<file path="config.mk">
export PLATFORM = sky130hd
export DESIGN_NAME = ast_uart
export DESIGN_NICKNAME = d
export VERILOG_FILES = /design/src/rtl/ast_pkg.sv /design/src/rtl/ast_uart.sv
export SDC_FILE = /design/constraint.sdc
export NUM_CORES = 1
export LEC_CHECK = 0
export ABC_AREA = 0
export BUFFER_PORTS_ARGS = -buffer_cell sky130_fd_sc_hd__buf_2
export CAP_MARGIN = 20
export CORE_MARGIN = 5
export CORE_UTILIZATION = 40
export CTS_CLUSTER_DIAMETER = 40
export DETAILED_ROUTE_END_ITERATION = 12
export GPL_TIMING_DRIVEN = 1
export SLEW_MARGIN = 20
export SYNTH_ARGS = -nofsm -noshare
export SYNTH_HDL_FRONTEND = slang
export SYNTH_SLANG_ARGS = --single-unit
</file>
<file path="constraint.sdc">
create_clock -name clock -period 10.7 [get_ports clock]
set_input_delay 2.675 -clock clock [delete_from_list [all_inputs] [get_ports clock]]
set_output_delay 2.675 -clock clock [all_outputs]
set_load 0.1 [all_outputs]
</file>
<file path="src/rtl/ast_pkg.sv">
// package: constants, enums and carriers of the serial transceiver
package ast_pkg;
  localparam int AST_AW = 5;
  // ==================== register map
  localparam logic [4:0] AST_OFS_MODE = 5'h00;
  localparam logic [4:0] AST_OFS_CTRL = 5'h04;
  localparam logic [4:0] AST_OFS_TXD = 5'h08;
  localparam logic [4:0] AST_OFS_RXD = 5'h0c;
  localparam logic [4:0] AST_OFS_BAUD = 5'h10;
  localparam int AST_CTL_TXEN = 0;
  localparam int AST_CTL_BRK = 1;
  localparam int AST_CTL_ISEL = 2;
  localparam int AST_CTL_OVERRUN_FLAG = 4;
  localparam int AST_STS_RXAV = 8;
  localparam int AST_STS_TXFULL = 9;
  localparam int AST_STS_TRMT = 10;
  localparam logic [15:0] AST_DIV_RST = 16'h0000;
  localparam logic [1:0] AST_RESP_OK = 2'h0;
  localparam logic [1:0] AST_RESP_ERR = 2'h2;
  // ==================== timing
  localparam logic [3:0] AST_OVS_N_M1 = 4'hf;
  localparam logic [3:0] AST_OVS_H_M1 = 4'h3;
  localparam logic [3:0] AST_MID_N = 4'h7;
  localparam logic [3:0] AST_MID_H = 4'h1;
  localparam logic [4:0] AST_SH_N = 5'h04;
  localparam logic [4:0] AST_SH_H = 5'h02;
  localparam logic [3:0] AST_IR_PULSE = 4'h3;
  localparam logic [3:0] AST_IR_HOLD = 4'hf;
  localparam int AST_TXEN_IRQ_DLY = 2;
  // ==================== types
  typedef enum logic [1:0] {
    AST_PD_8N = 2'b00, AST_PD_8E = 2'b01, AST_PD_8O = 2'b10, AST_PD_9N = 2'b11
  } ast_pd_t;
  typedef enum logic [1:0] {
    AST_IS_CHAR = 2'b00, AST_IS_DONE = 2'b01, AST_IS_EMPTY = 2'b10, AST_IS_RSV = 2'b11
  } ast_isel_t;
  typedef enum logic [2:0] {
    AST_TX_IDLE = 3'b000, AST_TX_ARM = 3'b001, AST_TX_START = 3'b010,
    AST_TX_DATA = 3'b011, AST_TX_PAR = 3'b100, AST_TX_STOP = 3'b101
  } ast_txs_t;
  typedef enum logic [2:0] {
    AST_RX_IDLE = 3'b000, AST_RX_START = 3'b001, AST_RX_DATA = 3'b010,
    AST_RX_PAR = 3'b011, AST_RX_STOP = 3'b100
  } ast_rxs_t;
  typedef struct packed {
    logic addr_det;
    logic bclk_out;
    logic flow_en;
    logic ir_en;
    logic loopback;
    logic abaud;
    logic hs_baud;
    ast_pd_t pdsel;
    logic two_stop;
  } ast_mode_t;
  typedef struct packed {
    logic [AST_AW-1:0] awaddr;
    logic awvalid;
    logic [31:0] wdata;
    logic [3:0] wstrb;
    logic wvalid;
    logic bready;
    logic [AST_AW-1:0] araddr;
    logic arvalid;
    logic rready;
  } ast_axi_req_t;
  typedef struct packed {
    logic awready;
    logic wready;
    logic [1:0] bresp;
    logic bvalid;
    logic arready;
    logic [31:0] rdata;
    logic [1:0] rresp;
    logic rvalid;
  } ast_axi_rsp_t;
endpackage : ast_pkg

</file>
<file path="src/rtl/ast_uart.sv">
// design: full-duplex serial transceiver with register slave
`timescale 1ns/10ps
`default_nettype none
module ast_uart import ast_pkg::*; #(
  parameter int DEPTH = 4
) (
  input wire logic clock,
  input wire logic rst_n,
  input wire ast_axi_req_t axi_req,
  output wire ast_axi_rsp_t axi_rsp,
  input wire logic serial_in_pin,
  output wire logic serial_out_pin,
  input wire logic clear_to_send_n,
  output wire logic request_to_send_n,
  output wire logic tx_irq
);
  localparam int PW = $clog2(DEPTH);
  localparam logic [PW:0] FULL = (PW+1)'(DEPTH);
  localparam logic [PW:0] CNT1 = (PW+1)'(1);
  localparam logic [PW-1:0] PTR1 = PW'(1);

  typedef struct packed {
    logic [1:0] rxs;
    logic [1:0] ctss;
    logic aw_h;
    logic w_h;
    logic [AST_AW-1:0] awa;
    logic [31:0] wd;
    logic [3:0] ws;
    ast_axi_rsp_t bus;
    ast_mode_t mode;
    logic [15:0] div;
    logic txen;
    logic brk;
    logic overrun_flag;
    ast_isel_t isel;
    logic [15:0] bcnt;
    logic [AST_TXEN_IRQ_DLY-1:0] txen_dly;
    logic [DEPTH-1:0][8:0] tq;
    logic [PW-1:0] twp;
    logic [PW-1:0] trp;
    logic [PW:0] tcnt;
    logic [DEPTH-1:0][10:0] rq;
    logic [PW-1:0] rwp;
    logic [PW-1:0] rrp;
    logic [PW:0] rcnt;
    ast_txs_t txs;
    logic [3:0] tsub;
    logic [3:0] tbit;
    logic [8:0] tx_shift_reg;
    logic tpar;
    logic tbrk;
    logic tline;
    ast_rxs_t rxst;
    logic [3:0] rsub;
    logic [3:0] rbit;
    logic [8:0] rsr;
    logic rpe;
    logic rprev;
    logic [3:0] irh;
    logic ab_act;
    logic [19:0] abcnt;
    logic tx_pin;
    logic rts_n;
    logic tx_irq;
  } ast_st_t;

  ast_st_t st_r;
  ast_st_t st_nxt;
  logic [1:0] rsync_r;
  logic rst_q_n;
  logic hs, nine, par_on, ir_on, tick, tbend, rbend, rin, wr, rd;
  logic tpush, tpop, rpush, rpop, rdrop, clr;
  logic [3:0] ovs_m1;
  logic [3:0] nd_m1;
  logic [3:0] mid;
  logic [8:0] rd9;
  logic [19:0] abq;

  // ==================== reset release
  always_ff @(posedge clock or negedge rst_n) begin
    if (!rst_n) begin
      rsync_r <= 2'h0;
    end else begin
      rsync_r <= {rsync_r[0], 1'b1};
    end
  end
  assign rst_q_n = rsync_r[1];

  // ==================== next state
  always_comb begin
    st_nxt = st_r;
    st_nxt.tx_irq = 1'b0;
    st_nxt.rxs = {st_r.rxs[0], serial_in_pin};
    st_nxt.ctss = {st_r.ctss[0], clear_to_send_n};
    hs = st_r.mode.hs_baud;
    ovs_m1 = hs ? AST_OVS_H_M1 : AST_OVS_N_M1;
    mid = hs ? AST_MID_H : AST_MID_N;
    nine = st_r.mode.pdsel == AST_PD_9N;
    nd_m1 = nine ? 4'h8 : 4'h7;
    par_on = st_r.mode.pdsel == AST_PD_8E || st_r.mode.pdsel == AST_PD_8O;
    ir_on = st_r.mode.ir_en && !hs;
    tick = st_r.bcnt == st_r.div;
    tbend = tick && st_r.tsub == ovs_m1;
    rbend = tick && st_r.rsub == ovs_m1;
    rin = st_r.mode.loopback ? st_r.tline : (ir_on ? st_r.irh == 4'h0 : st_r.rxs[1]);
    wr = st_r.aw_h && st_r.w_h && !st_r.bus.bvalid;
    rd = axi_req.arvalid && st_r.bus.arready;
    tpush = 1'b0;
    tpop = 1'b0;
    rpush = 1'b0;
    rpop = 1'b0;
    rdrop = 1'b0;
    clr = 1'b0;
    rd9 = 9'h000;
    abq = 20'h00000;
    st_nxt.bcnt = tick ? 16'h0000 : st_r.bcnt + 16'h0001;

    // ==================== bus write
    if (axi_req.awvalid && st_r.bus.awready) begin
      st_nxt.aw_h = 1'b1;
      st_nxt.awa = axi_req.awaddr;
    end
    if (axi_req.wvalid && st_r.bus.wready) begin
      st_nxt.w_h = 1'b1;
      st_nxt.wd = axi_req.wdata;
      st_nxt.ws = axi_req.wstrb;
    end
    if (st_r.bus.bvalid && axi_req.bready) begin
      st_nxt.bus.bvalid = 1'b0;
    end
    if (wr) begin
      st_nxt.aw_h = 1'b0;
      st_nxt.w_h = 1'b0;
      st_nxt.bus.bvalid = 1'b1;
      st_nxt.bus.bresp = AST_RESP_OK;
      case (st_r.awa)
        AST_OFS_MODE: st_nxt.mode = ast_mode_t'(st_r.wd[9:0]);
        AST_OFS_CTRL: begin
          if (st_r.wd[AST_CTL_TXEN] && !st_r.txen) begin
            clr = 1'b1;
          end
          st_nxt.txen = st_r.wd[AST_CTL_TXEN];
          st_nxt.brk = st_r.wd[AST_CTL_BRK];
          st_nxt.isel = ast_isel_t'(st_r.wd[AST_CTL_ISEL+:2]);
          if (!st_r.wd[AST_CTL_OVERRUN_FLAG]) begin
            st_nxt.overrun_flag = 1'b0;
          end
        end
        AST_OFS_TXD: begin
          if ((nine ? &st_r.ws[1:0] : st_r.ws[0]) && st_r.tcnt != FULL) begin
            st_nxt.tq[st_r.twp] = nine ? st_r.wd[8:0] : {1'b0, st_r.wd[7:0]};
            st_nxt.twp = st_r.twp + PTR1;
            tpush = 1'b1;
          end
        end
        AST_OFS_BAUD: begin
          st_nxt.div = st_r.wd[15:0];
          clr = 1'b1;
        end
        default: st_nxt.bus.bresp = AST_RESP_ERR;
      endcase
    end
    st_nxt.bus.awready = !st_nxt.aw_h && !st_nxt.bus.bvalid;
    st_nxt.bus.wready = !st_nxt.w_h && !st_nxt.bus.bvalid;

    // ==================== bus read
    if (st_r.bus.rvalid && axi_req.rready) begin
      st_nxt.bus.rvalid = 1'b0;
    end
    if (rd) begin
      st_nxt.bus.rvalid = 1'b1;
      st_nxt.bus.rresp = AST_RESP_OK;
      st_nxt.bus.rdata = 32'h00000000;
      case (axi_req.araddr)
        AST_OFS_MODE: st_nxt.bus.rdata[9:0] = st_r.mode;
        AST_OFS_CTRL: begin
          st_nxt.bus.rdata[AST_CTL_TXEN] = st_r.txen;
          st_nxt.bus.rdata[AST_CTL_BRK] = st_r.brk;
          st_nxt.bus.rdata[AST_CTL_ISEL+:2] = st_r.isel;
          st_nxt.bus.rdata[AST_CTL_OVERRUN_FLAG] = st_r.overrun_flag;
          st_nxt.bus.rdata[AST_STS_RXAV] = st_r.rcnt != '0;
          st_nxt.bus.rdata[AST_STS_TXFULL] = st_r.tcnt == FULL;
          st_nxt.bus.rdata[AST_STS_TRMT] = st_r.tcnt == '0 && st_r.txs == AST_TX_IDLE;
        end
        AST_OFS_TXD: st_nxt.bus.rdata = 32'h00000000;
        AST_OFS_RXD: begin
          if (st_r.rcnt != '0) begin
            st_nxt.bus.rdata[10:0] = st_r.rq[st_r.rrp];
            st_nxt.rrp = st_r.rrp + PTR1;
            rpop = 1'b1;
          end
        end
        AST_OFS_BAUD: st_nxt.bus.rdata[15:0] = st_r.div;
        default: st_nxt.bus.rresp = AST_RESP_ERR;
      endcase
    end
    st_nxt.bus.arready = !st_nxt.bus.rvalid;
    if (clr) begin
      st_nxt.bcnt = 16'h0000;
    end

    st_nxt.txen_dly = {st_r.txen_dly[AST_TXEN_IRQ_DLY-2:0], !st_r.txen && st_nxt.txen};
    if (st_r.txen_dly[AST_TXEN_IRQ_DLY-1]) begin
      st_nxt.tx_irq = 1'b1;
    end

    // ==================== transmitter
    if (st_r.txs == AST_TX_IDLE || st_r.txs == AST_TX_ARM) begin
      st_nxt.tsub = 4'h0;
    end else if (tick) begin
      st_nxt.tsub = st_r.tsub == ovs_m1 ? 4'h0 : st_r.tsub + 4'h1;
    end
    unique case (st_r.txs)
      AST_TX_IDLE: begin
        if (st_r.txen && st_r.tcnt != '0 && !(st_r.mode.flow_en && st_r.ctss[1])) begin
          tpop = 1'b1;
          st_nxt.tx_shift_reg = st_r.tq[st_r.trp];
          st_nxt.trp = st_r.trp + PTR1;
          st_nxt.tbrk = st_r.brk;
          st_nxt.tpar = st_r.mode.pdsel == AST_PD_8O;
          st_nxt.txs = AST_TX_ARM;
          if (st_r.isel == AST_IS_CHAR || st_r.isel == AST_IS_RSV ||
              (st_r.isel == AST_IS_EMPTY && st_r.tcnt == CNT1)) begin
            st_nxt.tx_irq = 1'b1;
          end
        end
      end
      AST_TX_ARM: begin
        if (tick) begin
          st_nxt.txs = AST_TX_START;
        end
      end
      AST_TX_START: begin
        if (tbend) begin
          st_nxt.txs = AST_TX_DATA;
          st_nxt.tbit = 4'h0;
        end
      end
      AST_TX_DATA: begin
        if (tbend) begin
          st_nxt.tx_shift_reg = st_r.tx_shift_reg >> 1;
          st_nxt.tpar = st_r.tpar ^ st_r.tx_shift_reg[0];
          st_nxt.tbit = st_r.tbit + 4'h1;
          if (st_r.tbit == nd_m1) begin
            st_nxt.txs = par_on ? AST_TX_PAR : AST_TX_STOP;
            st_nxt.tbit = 4'h0;
          end
        end
      end
      AST_TX_PAR: begin
        if (tbend) begin
          st_nxt.txs = AST_TX_STOP;
        end
      end
      AST_TX_STOP: begin
        if (tbend) begin
          if (st_r.mode.two_stop && st_r.tbit == 4'h0) begin
            st_nxt.tbit = 4'h1;
          end else begin
            st_nxt.txs = AST_TX_IDLE;
            if (st_r.tbrk) begin
              st_nxt.brk = 1'b0;
              st_nxt.tbrk = 1'b0;
            end
            if (st_r.isel == AST_IS_DONE && st_r.tcnt == '0) begin
              st_nxt.tx_irq = 1'b1;
            end
          end
        end
      end
      default: st_nxt.txs = AST_TX_IDLE;
    endcase
    unique case (st_nxt.txs)
      AST_TX_START: st_nxt.tline = 1'b0;
      AST_TX_DATA: st_nxt.tline = !st_nxt.tbrk && st_nxt.tx_shift_reg[0];
      AST_TX_PAR: st_nxt.tline = !st_nxt.tbrk && st_nxt.tpar;
      default: st_nxt.tline = 1'b1;
    endcase
    if (st_r.mode.loopback) begin
      st_nxt.tx_pin = 1'b1;
    end else if (ir_on) begin
      st_nxt.tx_pin = !st_nxt.tline && st_nxt.tsub < AST_IR_PULSE;
    end else begin
      st_nxt.tx_pin = st_nxt.tline;
    end

    // ==================== receiver
    st_nxt.rprev = rin;
    if (ir_on && st_r.rxs[1]) begin
      st_nxt.irh = AST_IR_HOLD;
    end else if (tick && st_r.irh != 4'h0) begin
      st_nxt.irh = st_r.irh - 4'h1;
    end
    if (tick) begin
      st_nxt.rsub = st_r.rsub == ovs_m1 ? 4'h0 : st_r.rsub + 4'h1;
    end
    unique case (st_r.rxst)
      AST_RX_IDLE: begin
        if (!rin && !st_r.mode.abaud) begin
          st_nxt.rxst = AST_RX_START;
          st_nxt.rsub = 4'h0;
        end
      end
      AST_RX_START: begin
        if (tick && st_r.rsub == mid) begin
          st_nxt.rxst = rin ? AST_RX_IDLE : AST_RX_DATA;
          st_nxt.rsub = 4'h0;
          st_nxt.rbit = 4'h0;
          st_nxt.rpe = st_r.mode.pdsel == AST_PD_8O;
        end
      end
      AST_RX_DATA: begin
        if (rbend) begin
          st_nxt.rsr = {rin, st_r.rsr[8:1]};
          st_nxt.rpe = st_r.rpe ^ rin;
          st_nxt.rbit = st_r.rbit + 4'h1;
          if (st_r.rbit == nd_m1) begin
            st_nxt.rxst = par_on ? AST_RX_PAR : AST_RX_STOP;
          end
        end
      end
      AST_RX_PAR: begin
        if (rbend) begin
          st_nxt.rpe = st_r.rpe ^ rin;
          st_nxt.rxst = AST_RX_STOP;
        end
      end
      AST_RX_STOP: begin
        if (rbend) begin
          st_nxt.rxst = AST_RX_IDLE;
          rd9 = nine ? st_r.rsr : {1'b0, st_r.rsr[8:1]};
          if (!(st_r.mode.addr_det && nine && !rd9[8])) begin
            if (st_r.rcnt == FULL) begin
              st_nxt.overrun_flag = 1'b1;
              rdrop = 1'b1;
            end else begin
              st_nxt.rq[st_r.rwp] = {!rin, par_on && st_r.rpe, rd9};
              st_nxt.rwp = st_r.rwp + PTR1;
              rpush = 1'b1;
            end
          end
        end
      end
      default: st_nxt.rxst = AST_RX_IDLE;
    endcase

    if (st_r.mode.abaud) begin
      if (!st_r.ab_act && st_r.rprev && !rin) begin
        st_nxt.ab_act = 1'b1;
        st_nxt.abcnt = 20'h00000;
      end else if (st_r.ab_act) begin
        st_nxt.abcnt = st_r.abcnt + 20'h00001;
        if (rin) begin
          // low time is one cycle longer than the count
          abq = (st_r.abcnt + 20'h00001) >> (hs ? AST_SH_H : AST_SH_N);
          st_nxt.div = abq[15:0] - 16'h0001;
          st_nxt.mode.abaud = 1'b0;
          st_nxt.ab_act = 1'b0;
          st_nxt.bcnt = 16'h0000;
        end
      end
    end

    if (tpush && !tpop) begin
      st_nxt.tcnt = st_r.tcnt + CNT1;
    end else if (tpop && !tpush) begin
      st_nxt.tcnt = st_r.tcnt - CNT1;
    end
    if (rpush && !rpop) begin
      st_nxt.rcnt = st_r.rcnt + CNT1;
    end else if (rpop && !rpush) begin
      st_nxt.rcnt = st_r.rcnt - CNT1;
    end
    if (st_r.mode.bclk_out) begin
      st_nxt.rts_n = st_r.bcnt > (st_r.div >> 1);
    end else begin
      st_nxt.rts_n = st_r.mode.flow_en ? st_nxt.rcnt == FULL : 1'b1;
    end
  end

  // ==================== state register
  always_ff @(posedge clock or negedge rst_q_n) begin
    if (!rst_q_n) begin
      st_r <= '0;
      st_r.div <= AST_DIV_RST;
      st_r.rxs <= 2'h3;
      st_r.tline <= 1'b1;
      st_r.tx_pin <= 1'b1;
      st_r.rts_n <= 1'b1;
      st_r.rprev <= 1'b1;
    end else begin
      st_r <= st_nxt;
    end
  end

  assign axi_rsp = st_r.bus;
  assign serial_out_pin = st_r.tx_pin;
  assign request_to_send_n = st_r.rts_n;
  assign tx_irq = st_r.tx_irq;
endmodule : ast_uart
`default_nettype wire

</file>
[After elaboration in Yosys (flattened, before gate mapping)]
Index checks and enable logic that the tools add are counted.
Storage, ports and cells
  bits in registers: 272
  latch bits: 0
  memory bits (writable): 0
  ROM bits: 0
  input bits: 55
  output and inout port bits: 44
  word-level logic and storage cells: 376
  memories kept: 0
Operators by class
  add/subtract/negate cells: 16
  multipliers: 0
  divide/modulo/power cells: 0
  magnitude comparators: 8
  equality and inequality tests: 47
  shift-type cells: 1
  multiplexer cells: 138
  bitwise logic cells: 4
  reductions and logical operators: 96
Operators with widths (number)
  $mux 16: 11
  $mux 3: 19
  $mux 11: 5
  $mux 1: 52
  $mux 4: 13
  $bwmux 44: 1
  $mux 21: 2
  $logic_and 1x1->1: 40
  $bwmux 36: 1
  $mux 9: 4
  $mux 14: 2
  $mux 26: 1
  $bmux 11 s2: 1
  $demux 11 s2: 1
  $eq 3x3->1 const B: 7
  $add 20x1->20 const B: 1
  $ne 2x2->1 const B: 10
  $pmux 10 s2: 1
  $pmux 5 s4: 1
  $shr 20x3->16: 1
  $bmux 9 s2: 1
  $demux 9 s2: 1
  $eq 3x2->1 const B: 6
  $logic_not 1->1: 18
  other kinds (50): 110

[Logic depth before layout (Yosys ltp)]
Gate-level depths: netlist of run 1.
  word-level depth: 14
  gate-level depth with buffers: 11
  depth with buffers taken out: 10

[Worst setup path before layout of run 1]
Ideal clock, no wire load.
  path kind: input port to flip-flop
  start: input axi_req[3] (netlist name)
  end: register st_r (netlist bit request_to_send_n)
  setup time: 0.087 ns
  arrival time: 4.413 ns
  required time: 10.613 ns
  setup slack: 6.199 ns
  cell stages on the path: 8
  buffers on the path: 1
  path through: or3b_1 -> a21oi_1 -> and2_1 -> or3b_1 -> clkbuf_1 -> maj3_1 -> o22ai_1 -> o41ai_2
RTL lines
  start: declaration: RTL line ast_uart.sv:9  | input wire ast_axi_req_t axi_req,
  end signal: assignment: RTL line ast_uart.sv:393  | st_r <= st_nxt;
  end: declaration: RTL line ast_uart.sv:68  | ast_st_t st_r;

==> results of run 1 <==
path summary, 6_finish.rpt:
kind	depth (start not counted)	to
max in group asynchronous	1	rsync_r[1]$_DFF_PN0_
hold reg to reg	0	st_r[146]$_DFFE_PN0P_
setup reg to reg	9	st_r[105]$_DFFE_PN0P_
hold / removal	0	st_r[146]$_DFFE_PN0P_
setup / recovery	8	request_to_send_n$_DFF_PN1_
min in group clock	0	st_r[301]$_DFF_PN0_
metrics by stage:
| step | utilization, % | hold WS, ns | std cells | instance area, sq um |
|---|---|---|---|---|
| floorplan | - | 0.3312 | 1431 | 14550 |
| global placement | 41.76 | 0.3063 | 1847 | 14890 |
| detailed placement | 41.76 | 0.3015 | 1847 | 14890 |
| CTS | 46.15 | 0.3019 | 1929 | 16450 |
| global route | 46.15 | 0.3232 | 1929 | 16460 |
| finish | 46.15 | 0.2787 | 1929 | 16460 |
power by group:
part / switching [mW] / total (mW) / internal (mW)
logic: 0.651 / 1.12 / 0.466
registers: 0.295 / 1.52 / 1.22
clock network: 0.537 / 1.47 / 0.937
total: 1.48 / 4.11 / 2.62
placed cells by master (no fill, tap or decap), types with 20 or more instances in the layout:
| master | count |
|---|---|
| nor2_1 | 74 |
| mux2i_1 | 24 |
| nand2_1 | 182 |
| nand3_1 | 30 |
| buf_2 | 62 |
| mux2_2 | 87 |
| dfrtp_1 | 263 |
| xor2_1 | 40 |
| o21ai_0 | 138 |
| clkbuf_16 | 46 |
| inv_1 | 51 |
| mux4_2 | 20 |
| nor3_1 | 28 |
| o31ai_1 | 20 |
| ha_1 | 44 |
| a21oi_1 | 28 |
| xnor2_1 | 33 |
kinds of logic (layout without fill, tap and decap cells):
logic type,Yosys count,after routing
muxes,131,131
other,2,19
xor gates and xnor gates,73,73
buffers and inverters,168,205
adders and majority gates,45,45
DFF,270,270
AOI/OAI and AO/OA,289,289
and+or+nand+nor,436,436
state kept, by name, indices dropped and copies added (netlist names):
signal / count
st_r: 238
axi_rsp: 23
st_nxt: 3
rsync_r: 2
hs: 1
request_to_send_n: 1
serial_out_pin: 1
tx_irq: 1
worst max-delay path, cell delays in order:
cell and delay (ns):
buf_2 0.12, or3b_1 0.44, a21oi_1 0.17, and2_1 0.41
or3b_1 0.49, maj3_1 0.36, o22ai_1 0.25, o41ai_2 0.14
area by class of cell:
cell class	instances	area [sq um]	share of cell area, %
clock buffers	53	1237	7.520
clock inverters	29	326.6	1.984
inverters	51	191.4	1.163
multi-input cells	993	6958	42.28
flip-flops and latches	270	6768	41.13
well taps	461	576.8	3.505
repair buffers	72	397.9	2.418
layer usage:
metal,vias to the layer above,global-route usage (%)
li1,4997,-
met1,5064,23.30
met2,226,26.65
met3,54,2.943
met4,0,4.867
met5,-,0
==> impl_metrics.py, run 1 <==
metrics = {
    "outcome": {
        "run_status": "finished, final reports clean",
    },
    "yosys": {
        "synth_area_leader_cell": "dfrtp_1",
        "synth_mux_area_share_pct": 11.53,
        "ys_warn_count": 0,
        "synthTopCellsByArea": "dfrtp_1 46%, mux2_2 6.8%, o21ai_0 4.8%, nand2_1 4.7%, ha_1 3.8%",
        "avgSynthCellArea_sq_um": 10.24,
        "ys_seq_elements": 270,
        "synth-compound-area-share_pct": 12.53,
        "yosys.cell_count.top_type": "dfrtp_1",
        "synth-seq-area-share_pct": 46.70,
        "synthCells": 1414,
        "synth_top_family_by_area": "simple AND/OR/NAND/NOR gates",
        "synthTopCellsByCount": "264 x dfrtp_1, 183 x nand2_1, 139 x o21ai_0, 87 x mux2_2, 74 x nor2_1",
        "synth_area_sq_um": 14480,
        "synth-adder-area-share_pct": 3.870,
        "synthXorXnorAreaFrac_pct": 4.415,
        "synthSimpleGateAreaFrac_pct": 15.11,
        "synth-main-ff-cell": "dfrtp_1",
        "synthArstFlopShare_pct": 100.0,
        "synth_edf_count": 0,
        "synth_top_area_share_pct": 45.62,
        "synth_cell_types": 84,
    },
    "finish": {
        "fillerInstances": 3275,
        "insertedDiodeCount": 0,
        "synthToLayoutAreaGrowth_pct": 13.62,
        "finalNetCount": 1531,
        "drive_gt1_share_pct": 20.57,
    },
    "clocking": {
        "hold_buffers": 0,
        "cts_sinks": 270,
        "cts.reportedPaths.clkPinSlew_ns": 0.05,
        "cts_tree": "yes",
        "postCtsSetupBuffers": 0,
        "cts.path.max_buffers": 3,
        "cts_made_buffers": 44,
        "cts-root-buf": "clkbuf_16",
        "cts_resized": 0,
        "clock_latency_ns": 0.55,
        "htreeDepth": 2,
    },
    "placement": {
        "numPortBuffers": 62,
        "pre_cts_ws_ns": 5.592,
        "place_congestion": 0.9020,
        "hpwlAfterDp_um": 23070,
    },
    "worst_setup_path": {
        "cp.required_ns": 11.14,
        "crit_path_start_kind": "primary input",
        "path_class": "primary input to register",
        "path_max_fanout": 12,
        "reg2reg_from": "st_r[171]$_DFF_PN0_",
        "worst_setup_path_end_kind": "register",
        "cp.arrival_ns": 5.06,
        "reg2reg_slack_ns": 6.93,
        "crit_start": "axi_req[3]",
    },
    "grt": {
        "grt_pass1_vias": 10147,
        "grt_max_degree": 173,
        "antenna_found_initial": 0,
        "grt_overflow": 0,
        "grt_pass1_wl_um": 55170,
        "grt_usage_pct": 16.62,
    },
    "timing": {
        "period_minus_slack_ns": 4.617,
        "post-route-period-util_pct": 43.15,
        "finalWorstSetupSlack_ns": 6.083,
        "relSlewSlack_pct": 26.24,
        "tns_ns": 0,
        "finalHoldViolations": 0,
        "skew_ns": 0.02537,
        "setup_viol": 0,
        "timing.fmax_mhz": 216.6,
        "rsz0062_at_grt": "false",
        "max_slew.worst_pin.slew_ns": 1.100,
        "slew_violations": 0,
    },
    "routing": {
        "via_per_inst": 5.361,
        "wl_met1_um": 15830,
        "ant_nets": 0,
        "routed.top_layer": "met4",
        "drt_iter0_markers": 629,
        "wl_per_cell_um": 17.48,
        "drt-total-wl_um": 33710,
        "wl_met2_um": 15580,
        "vias": 10341,
        "route.detailed.drc": 0,
        "routed-wl-met3_um": 1489,
        "drt-pass1-iter-count": 6,
    },
    "die": {
        "die_h_um": 200.3,
        "die_w_um": 200.3,
        "core_sq_um": 35660,
        "rows": 69,
        "initial_utilization_pct": 40.62,
        "dieArea_sq_um": 40110,
        "io_pins": 99,
    },
    "flow_run": {
        "maxCapViolCount": 0,
    },
    "power": {
        "vdd_drop_max_uv": 123.1,
        "p_leak_nw": 7.399,
        "power.density_nw_per_um2": 249.5,
        "power_mw": 4.106,
    },
    "hold_path": {
        "hp-class": "register to async pin",
    },
}
Note: power is estimated with default switching activity, not from simulation.
==> inputs of run 2 (changes only) <==
Settings changed: ABC_AREA 0 to 1.
Clock period 10.7 ns to 3.9 ns, I/O delays scaled along.
==> impl_metrics.py, run 2 <==
metrics = {
    "outcome": {
        "run_status": "finished, final reports clean",
    },
    "timing": {
        "slew_violations": 0,
        "tns_ns": 0,
        "post-route-period-util_pct": 71.68,
        "finalHoldViolations": 0,
        "skew_ns": 0.02537,
        "period_minus_slack_ns": 2.795,
        "rsz0062_at_grt": "false",
        "max_slew.worst_pin.slew_ns": 0.7306,
        "setup_viol": 0,
        "relSlewSlack_pct": 51.24,
        "timing.fmax_mhz": 357.7,
    },
    "finish": {
        "fillerInstances": 3502,
        "final_util_pct": 45.93,
        "largest_reg_flops": 238,
        "final_common_cell": "nand2_1",
        "insertedDiodeCount": 0,
        "largest_register": "st_r",
        "finalNetCount": 1958,
        "synthToLayoutAreaGrowth_pct": 13.13,
        "final_cell_mix": "481 x nand2_1, 263 x dfrtp_1, 199 x inv_1",
        "drive_gt1_share_pct": 11.53,
    },
    "hold_path": {
        "hp-class": "primary input to async pin",
    },
    "worst_setup_path": {
        "cp.arrival_ns": 3.22,
        "path_max_fanout": 22,
        "path_class": "register to register",
        "worst_setup_path_end_kind": "register",
        "crit_path_start_kind": "register",
        "path_delay_family": "simple AND/OR/NAND/NOR gates",
        "cp_common_cell": "inv_1",
        "path_cells": "inv_1, ha_1, inv_1, or2_0, or2_2, o21ai_1, o21ai_2, inv_2, nand3_1, buf_4, nand2_1, a21oi_1, o21ai_1, inv_1",
        "critPathSlowestCell": "nand2_1",
        "max_stage_delay_ns": 0.47,
        "path_buf_inv": 5,
        "cp.required_ns": 4.32,
    },
    "yosys": {
        "synth-seq-area-share_pct": 46.72,
        "ys_seq_elements": 270,
        "ys_warn_count": 0,
        "synthTopCellsByCount": "481 x nand2_1, 264 x dfrtp_1, 199 x inv_1, 180 x o21ai_0, 145 x nor2_1",
        "synthTopCellsByArea": "dfrtp_1 46%, nand2_1 12%, o21ai_0 6.2%, inv_1 5.2%, ha_1 3.8%",
        "yosys.cell_count.top_type": "nand2_1",
        "synthCells": 1815,
        "synth_top_area_share_pct": 45.63,
        "synth_area_leader_cell": "dfrtp_1",
        "avgSynthCellArea_sq_um": 7.977,
        "synth-main-ff-cell": "dfrtp_1",
        "synth_cell_types": 57,
        "synthArstFlopShare_pct": 100.0,
        "synth_edf_count": 0,
        "synth_area_sq_um": 14480,
    },
    "clocking": {
        "cts_sinks": 270,
        "cts_tree": "yes",
        "cts.reportedPaths.clkPinSlew_ns": 0.05,
        "cts-root-buf": "clkbuf_16",
        "hold_buffers": 0,
        "cts_resized": 0,
        "cts.path.max_buffers": 3,
        "htreeDepth": 2,
        "cts_made_buffers": 41,
        "postCtsSetupBuffers": 0,
        "clock_latency_ns": 0.53,
    },
    "flow_run": {
        "maxCapViolCount": 0,
    },
    "routing": {
        "ant_nets": 0,
        "drt_iter0_markers": 876,
        "wl_per_cell_um": 15.56,
        "route.detailed.drc": 0,
        "vias": 11959,
        "drt-pass1-iter-count": 5,
        "drt-total-wl_um": 36610,
        "via_per_inst": 5.085,
    },
    "placement": {
        "numPortBuffers": 62,
        "hpwlAfterDp_um": 26550,
        "place_congestion": 0.8903,
    },
    "grt": {
        "grt_pass1_vias": 11541,
        "antenna_found_initial": 0,
        "grt_max_degree": 76,
        "grt_overflow": 0,
        "grt_pass1_wl_um": 60220,
        "grt_usage_pct": 17.98,
    },
    "die": {
        "io_pins": 99,
        "rows": 69,
        "die_h_um": 200.2,
        "die_w_um": 200.2,
        "core_sq_um": 35660,
        "dieArea_sq_um": 40100,
        "initial_utilization_pct": 40.60,
    },
    "power": {
        "power_mw": 11.25,
        "power.density_nw_per_um2": 686.8,
        "vdd_drop_max_uv": 430.8,
        "p_leak_nw": 7.996,
    },
}
==> run 2: cell types whose count changed in the layout (fill, tap and decap cells not counted), moves of 30 or more <==
cell     change
o22ai_1     +30
inv_1      +148
nand2_1    +299
o21ai_0     +42
mux2_2      -84
nor2_1      +70
o21ai_1     +37
==> run 2: layout make-up <==
type | count | area (sq um) | area share [%]
well taps | 461 | 576.8 | 3.522
repair buffers | 79 | 462.9 | 2.827
clock inverters | 26 | 279.0 | 1.704
clock buffers | 49 | 1109 | 6.769
multi-input cells | 1251 | 6369 | 38.88
flip-flops and latches | 270 | 6768 | 41.32
inverters | 216 | 814.5 | 4.973
==> run 2: final timing paths <==
path,from,to,slack [ns],cells after the start
max reg2reg,st_r[24]$_DFFE_PN0P_,st_r[184]$_DFF_PN0_,1.10,14
max,st_r[24]$_DFFE_PN0P_,st_r[184]$_DFF_PN0_,1.10,14
max in group asynchronous,rsync_r[1]$_DFF_PN0_,st_r[50]$_DFF_PN1_,2.50,2
min reg2reg,rsync_r[1]$_DFF_PN0_,st_r[269]$_DFFE_PN0P_,0.31,0
min in group clock,st_nxt[168]$_DFF_PN0_,st_r[168]$_DFF_PN0_,0.36,0
min,rst_n,rsync_r[1]$_DFF_PN0_,0.22,1
==> run 2: logic make-up (layout without fill, tap and decap cells) <==
logic type               after synthesis  count (layout)  synth area share, %
other                                  2              19              0.05187
buffers and inverters                311             370                9.749
AO/OA/AOI/OAI                        374             374                14.55
AND/OR/NAND/NOR                      778             778                22.89
XOR/XNOR                              33              33                1.996
adder cells (fa/ha/maj)               44              44                3.803
multiplexers                           3               3               0.2333
flip-flops                           270             270                46.72
==> run 2: through the flow <==
stage | std cells | hold WS (ns) | setup slack, ns | area (sq um)
2_1_floorplan | 1832 | 0.3312 | 1.201 | 14550
3_3_place_gp | 2276 | 0.3356 | 1.051 | 14970
3_5_place_dp | 2276 | 0.3451 | 1.059 | 14970
4_1_cts | 2351 | 0.1947 | 1.048 | 16360
5_1_grt | 2352 | 0.1994 | 0.8573 | 16380
6_report | 2352 | 0.2193 | 1.105 | 16380
==> run 2: power breakdown <==
group          leakage, nW  switching, mW  internal, mW  total, mW
combinational         3.80           2.49          1.06       3.56
sequential            3.53          0.616          3.38       4.00
clock                0.666           1.38          2.32       3.69
==> run 2: per-layer routing <==
metal  track usage, %  share of wire, %  vias to the layer above
li1                 -                 -                     5979
met1            25.56                49                     5666
met2            28.50                45                      252
met3            2.862               4.2                       62
met4            5.459               2.4                        0
met5                0                 0                        -
==> inputs of run 3 (changes only) <==
Clock period 3.9 ns to 2.6 ns, I/O delays scaled along.
==> impl_metrics.py, run 3 (synthesized netlist as in run 2, its figures left out) <==
metrics = {
    "timing": {
        "setup_viol": 0,
        "holdWs_ns": 0.2158,
        "relSlewSlack_pct": 52.05,
        "tns_ns": 0,
        "skew_ns": 0.02384,
        "finalHoldViolations": 0,
        "slew_violations": 0,
        "period_minus_slack_ns": 2.491,
        "finalWorstSetupSlack_ns": 0.1092,
        "rsz0062_at_grt": "true",
        "max_slew.worst_pin.slew_ns": 0.7138,
        "post-route-period-util_pct": 95.80,
        "timing.fmax_mhz": 401.5,
    },
    "placement": {
        "dpl_cell_area_sq_um": 15280,
        "pre_cts_ws_ns": 0.09809,
        "hpwlAfterDp_um": 27070,
        "place_congestion": 0.8700,
        "numPortBuffers": 62,
    },
    "grt": {
        "grt_overflow": 0,
        "grt_max_degree": 65,
        "grt_pass1_wl_um": 61120,
        "grt_usage_pct": 18.35,
        "antenna_found_initial": 1,
        "grt_pass1_vias": 11758,
    },
    "finish": {
        "synthToLayoutAreaGrowth_pct": 16.51,
        "largest_register": "st_r",
        "insertedDiodeCount": 0,
        "fillerInstances": 3505,
        "finalNetCount": 1995,
        "largest_reg_flops": 238,
        "multi_input_area_sq_um": 6412,
        "final_cell_mix": "480 x nand2_1, 263 x dfrtp_1, 196 x inv_1",
        "final_common_cell": "nand2_1",
        "seqCellArea_sq_um": 6768,
        "drive_gt1_share_pct": 13.86,
        "stdcell_area_sq_um": 16870,
    },
    "power": {
        "power_frac_comb_pct": 32.2,
        "p_seq_share_pct": 33.5,
        "pwr-share-clk_pct": 34.3,
        "vdd_drop_max_uv": 796.0,
        "p_switching_mw": 6.775,
        "internal_power_mw": 10.89,
        "switching_share_pct": 38.35,
        "p_leak_nw": 8.240,
        "power.density_nw_per_um2": 1047,
    },
    "worst_setup_path": {
        "crit_path_start_kind": "register",
        "cp.arrival_ns": 2.89,
        "max_stage_delay_ns": 0.45,
        "cp_common_cell": "nand2_1",
        "cp.required_ns": 3.00,
        "path_delay_family": "simple AND/OR/NAND/NOR gates",
        "path_class": "register to register",
        "worst_setup_path_end_kind": "register",
        "path_max_fanout": 22,
        "path_cells": "inv_2, nand2_1, nand2_1, nor2_1, nand2_1, nor2_4, nand2_4, nor2_4, inv_2, nor4_4, nand2_2, clkinv_2, nand2_4, nand2_1, o21ai_2",
        "critPathSlowestCell": "dfrtp_1",
        "path_buf_inv": 3,
    },
    "clocking": {
        "cts_sinks": 270,
        "cts.reportedPaths.clkPinSlew_ns": 0.05,
        "cts_made_buffers": 43,
        "htreeDepth": 2,
        "cts.path.max_buffers": 3,
        "clock_latency_ns": 0.54,
        "cts_tree": "yes",
        "cts-root-buf": "clkbuf_16",
    },
    "die": {
        "dieArea_sq_um": 40100,
        "rows": 69,
        "io_pins": 99,
        "core_sq_um": 35660,
        "die_h_um": 200.2,
        "die_w_um": 200.2,
        "initial_utilization_pct": 40.60,
    },
    "routing": {
        "drt-total-wl_um": 37300,
        "drt-pass1-iter-count": 4,
        "route.detailed.drc": 0,
        "vias": 12014,
        "via_per_inst": 5.031,
        "wl_per_cell_um": 15.62,
        "ant_nets": 0,
        "drt_iter0_markers": 867,
    },
    "flow_run": {
        "maxCapViolCount": 0,
    },
    "hold_path": {
        "hp-class": "primary input to register",
    },
    "outcome": {
        "run_status": "finished, final reports clean",
    },
}
==> run 3: cell count changes in the layout (fill, tap and decap cells not counted), moves of 3 or more <==
| cell | delta |
|---|---|
| buf_4 | +31 |
| clkinv_4 | -5 |
| bufinv_16 | +4 |
| buf_12 | +3 |
| inv_1 | -3 |
==> run 3: timing repair <==
item                                    4_1_cts  5_1_grt
endpoints found under the setup margin        0       12
hold endpoints to repair                      2        0
buffers inserted                              0        1
hold buffers                                  1        0
resized for setup                             0       14
==> run 3: worst paths after layout <==
check | cells past startpoint | from | slack, ns | endpoint
max | 15 | st_r[181]$_DFF_PN0_ | 0.11 | st_r[117]$_DFFE_PN0P_
min | 1 | clear_to_send_n | 0.22 | st_nxt[301]$_DFF_PN0_
max reg2reg | 15 | st_r[181]$_DFF_PN0_ | 0.11 | st_r[117]$_DFFE_PN0P_
min reg2reg | 0 | rsync_r[1]$_DFF_PN0_ | 0.35 | st_r[9]$_DFFE_PN0P_
max in group asynchronous | 1 | rsync_r[1]$_DFF_PN0_ | 1.47 | st_r[50]$_DFF_PN1_
min in group asynchronous | 0 | rsync_r[1]$_DFF_PN0_ | 0.35 | st_r[9]$_DFFE_PN0P_
==> run 3: area by class of cell <==
type | count | area share [%]
Sequential cell | 270 | 40.12
Multi-Input combinational cell | 1251 | 38.02
Clock buffer | 51 | 6.988
Inverter | 216 | 4.851
Timing Repair Buffer | 114 | 4.540
Tap cell | 461 | 3.420
Clock inverter | 25 | 2.062
==> run 3: through the flow <==
stage / util, % / total power, mW / cells
finish: 47.31 / 17.67 / 2388
global route: 47.31 / 18.77 / 2388
CTS: 47.15 / 17.72 / 2387
detailed placement: 42.84 / 11.57 / 2310
global placement: 42.84 / 11.46 / 2310
floorplan: - / 9.962 / 1832
==> run 3: power groups by stage <==
stage | Combinational (mW) | Sequential (mW) | Clock (mW)
after CTS | 5.65 | 5.89 | 6.18
after global placement | 5.53 | 5.94 | 0
after floorplan | 4.21 | 5.75 | 0
after detailed placement | 5.61 | 5.96 | 0
final | 5.70 | 5.91 | 6.06
after global routing | 6.40 | 6.01 | 6.36
==> run 3: metal layers <==
metal,global-route usage (%),part of all wire (%),vias to the layer above
li1,-,-,6048
met1,25.59,48,5680
met2,29.74,46,226
met3,3.153,4.4,58
met4,5.041,1.9,2
met5,0,0.035,-
==> run 3: worst reg2reg max path, delay by kind of cell (launching register included) <==
| family | cells | cell delay (ns) |
|---|---|---|
| AND/OR/NAND/NOR | 11 | 1.55 |
| flip-flops | 1 | 0.45 |
| buffers and inverters | 3 | 0.31 |
| AO/OA/AOI/OAI | 1 | 0.06 |
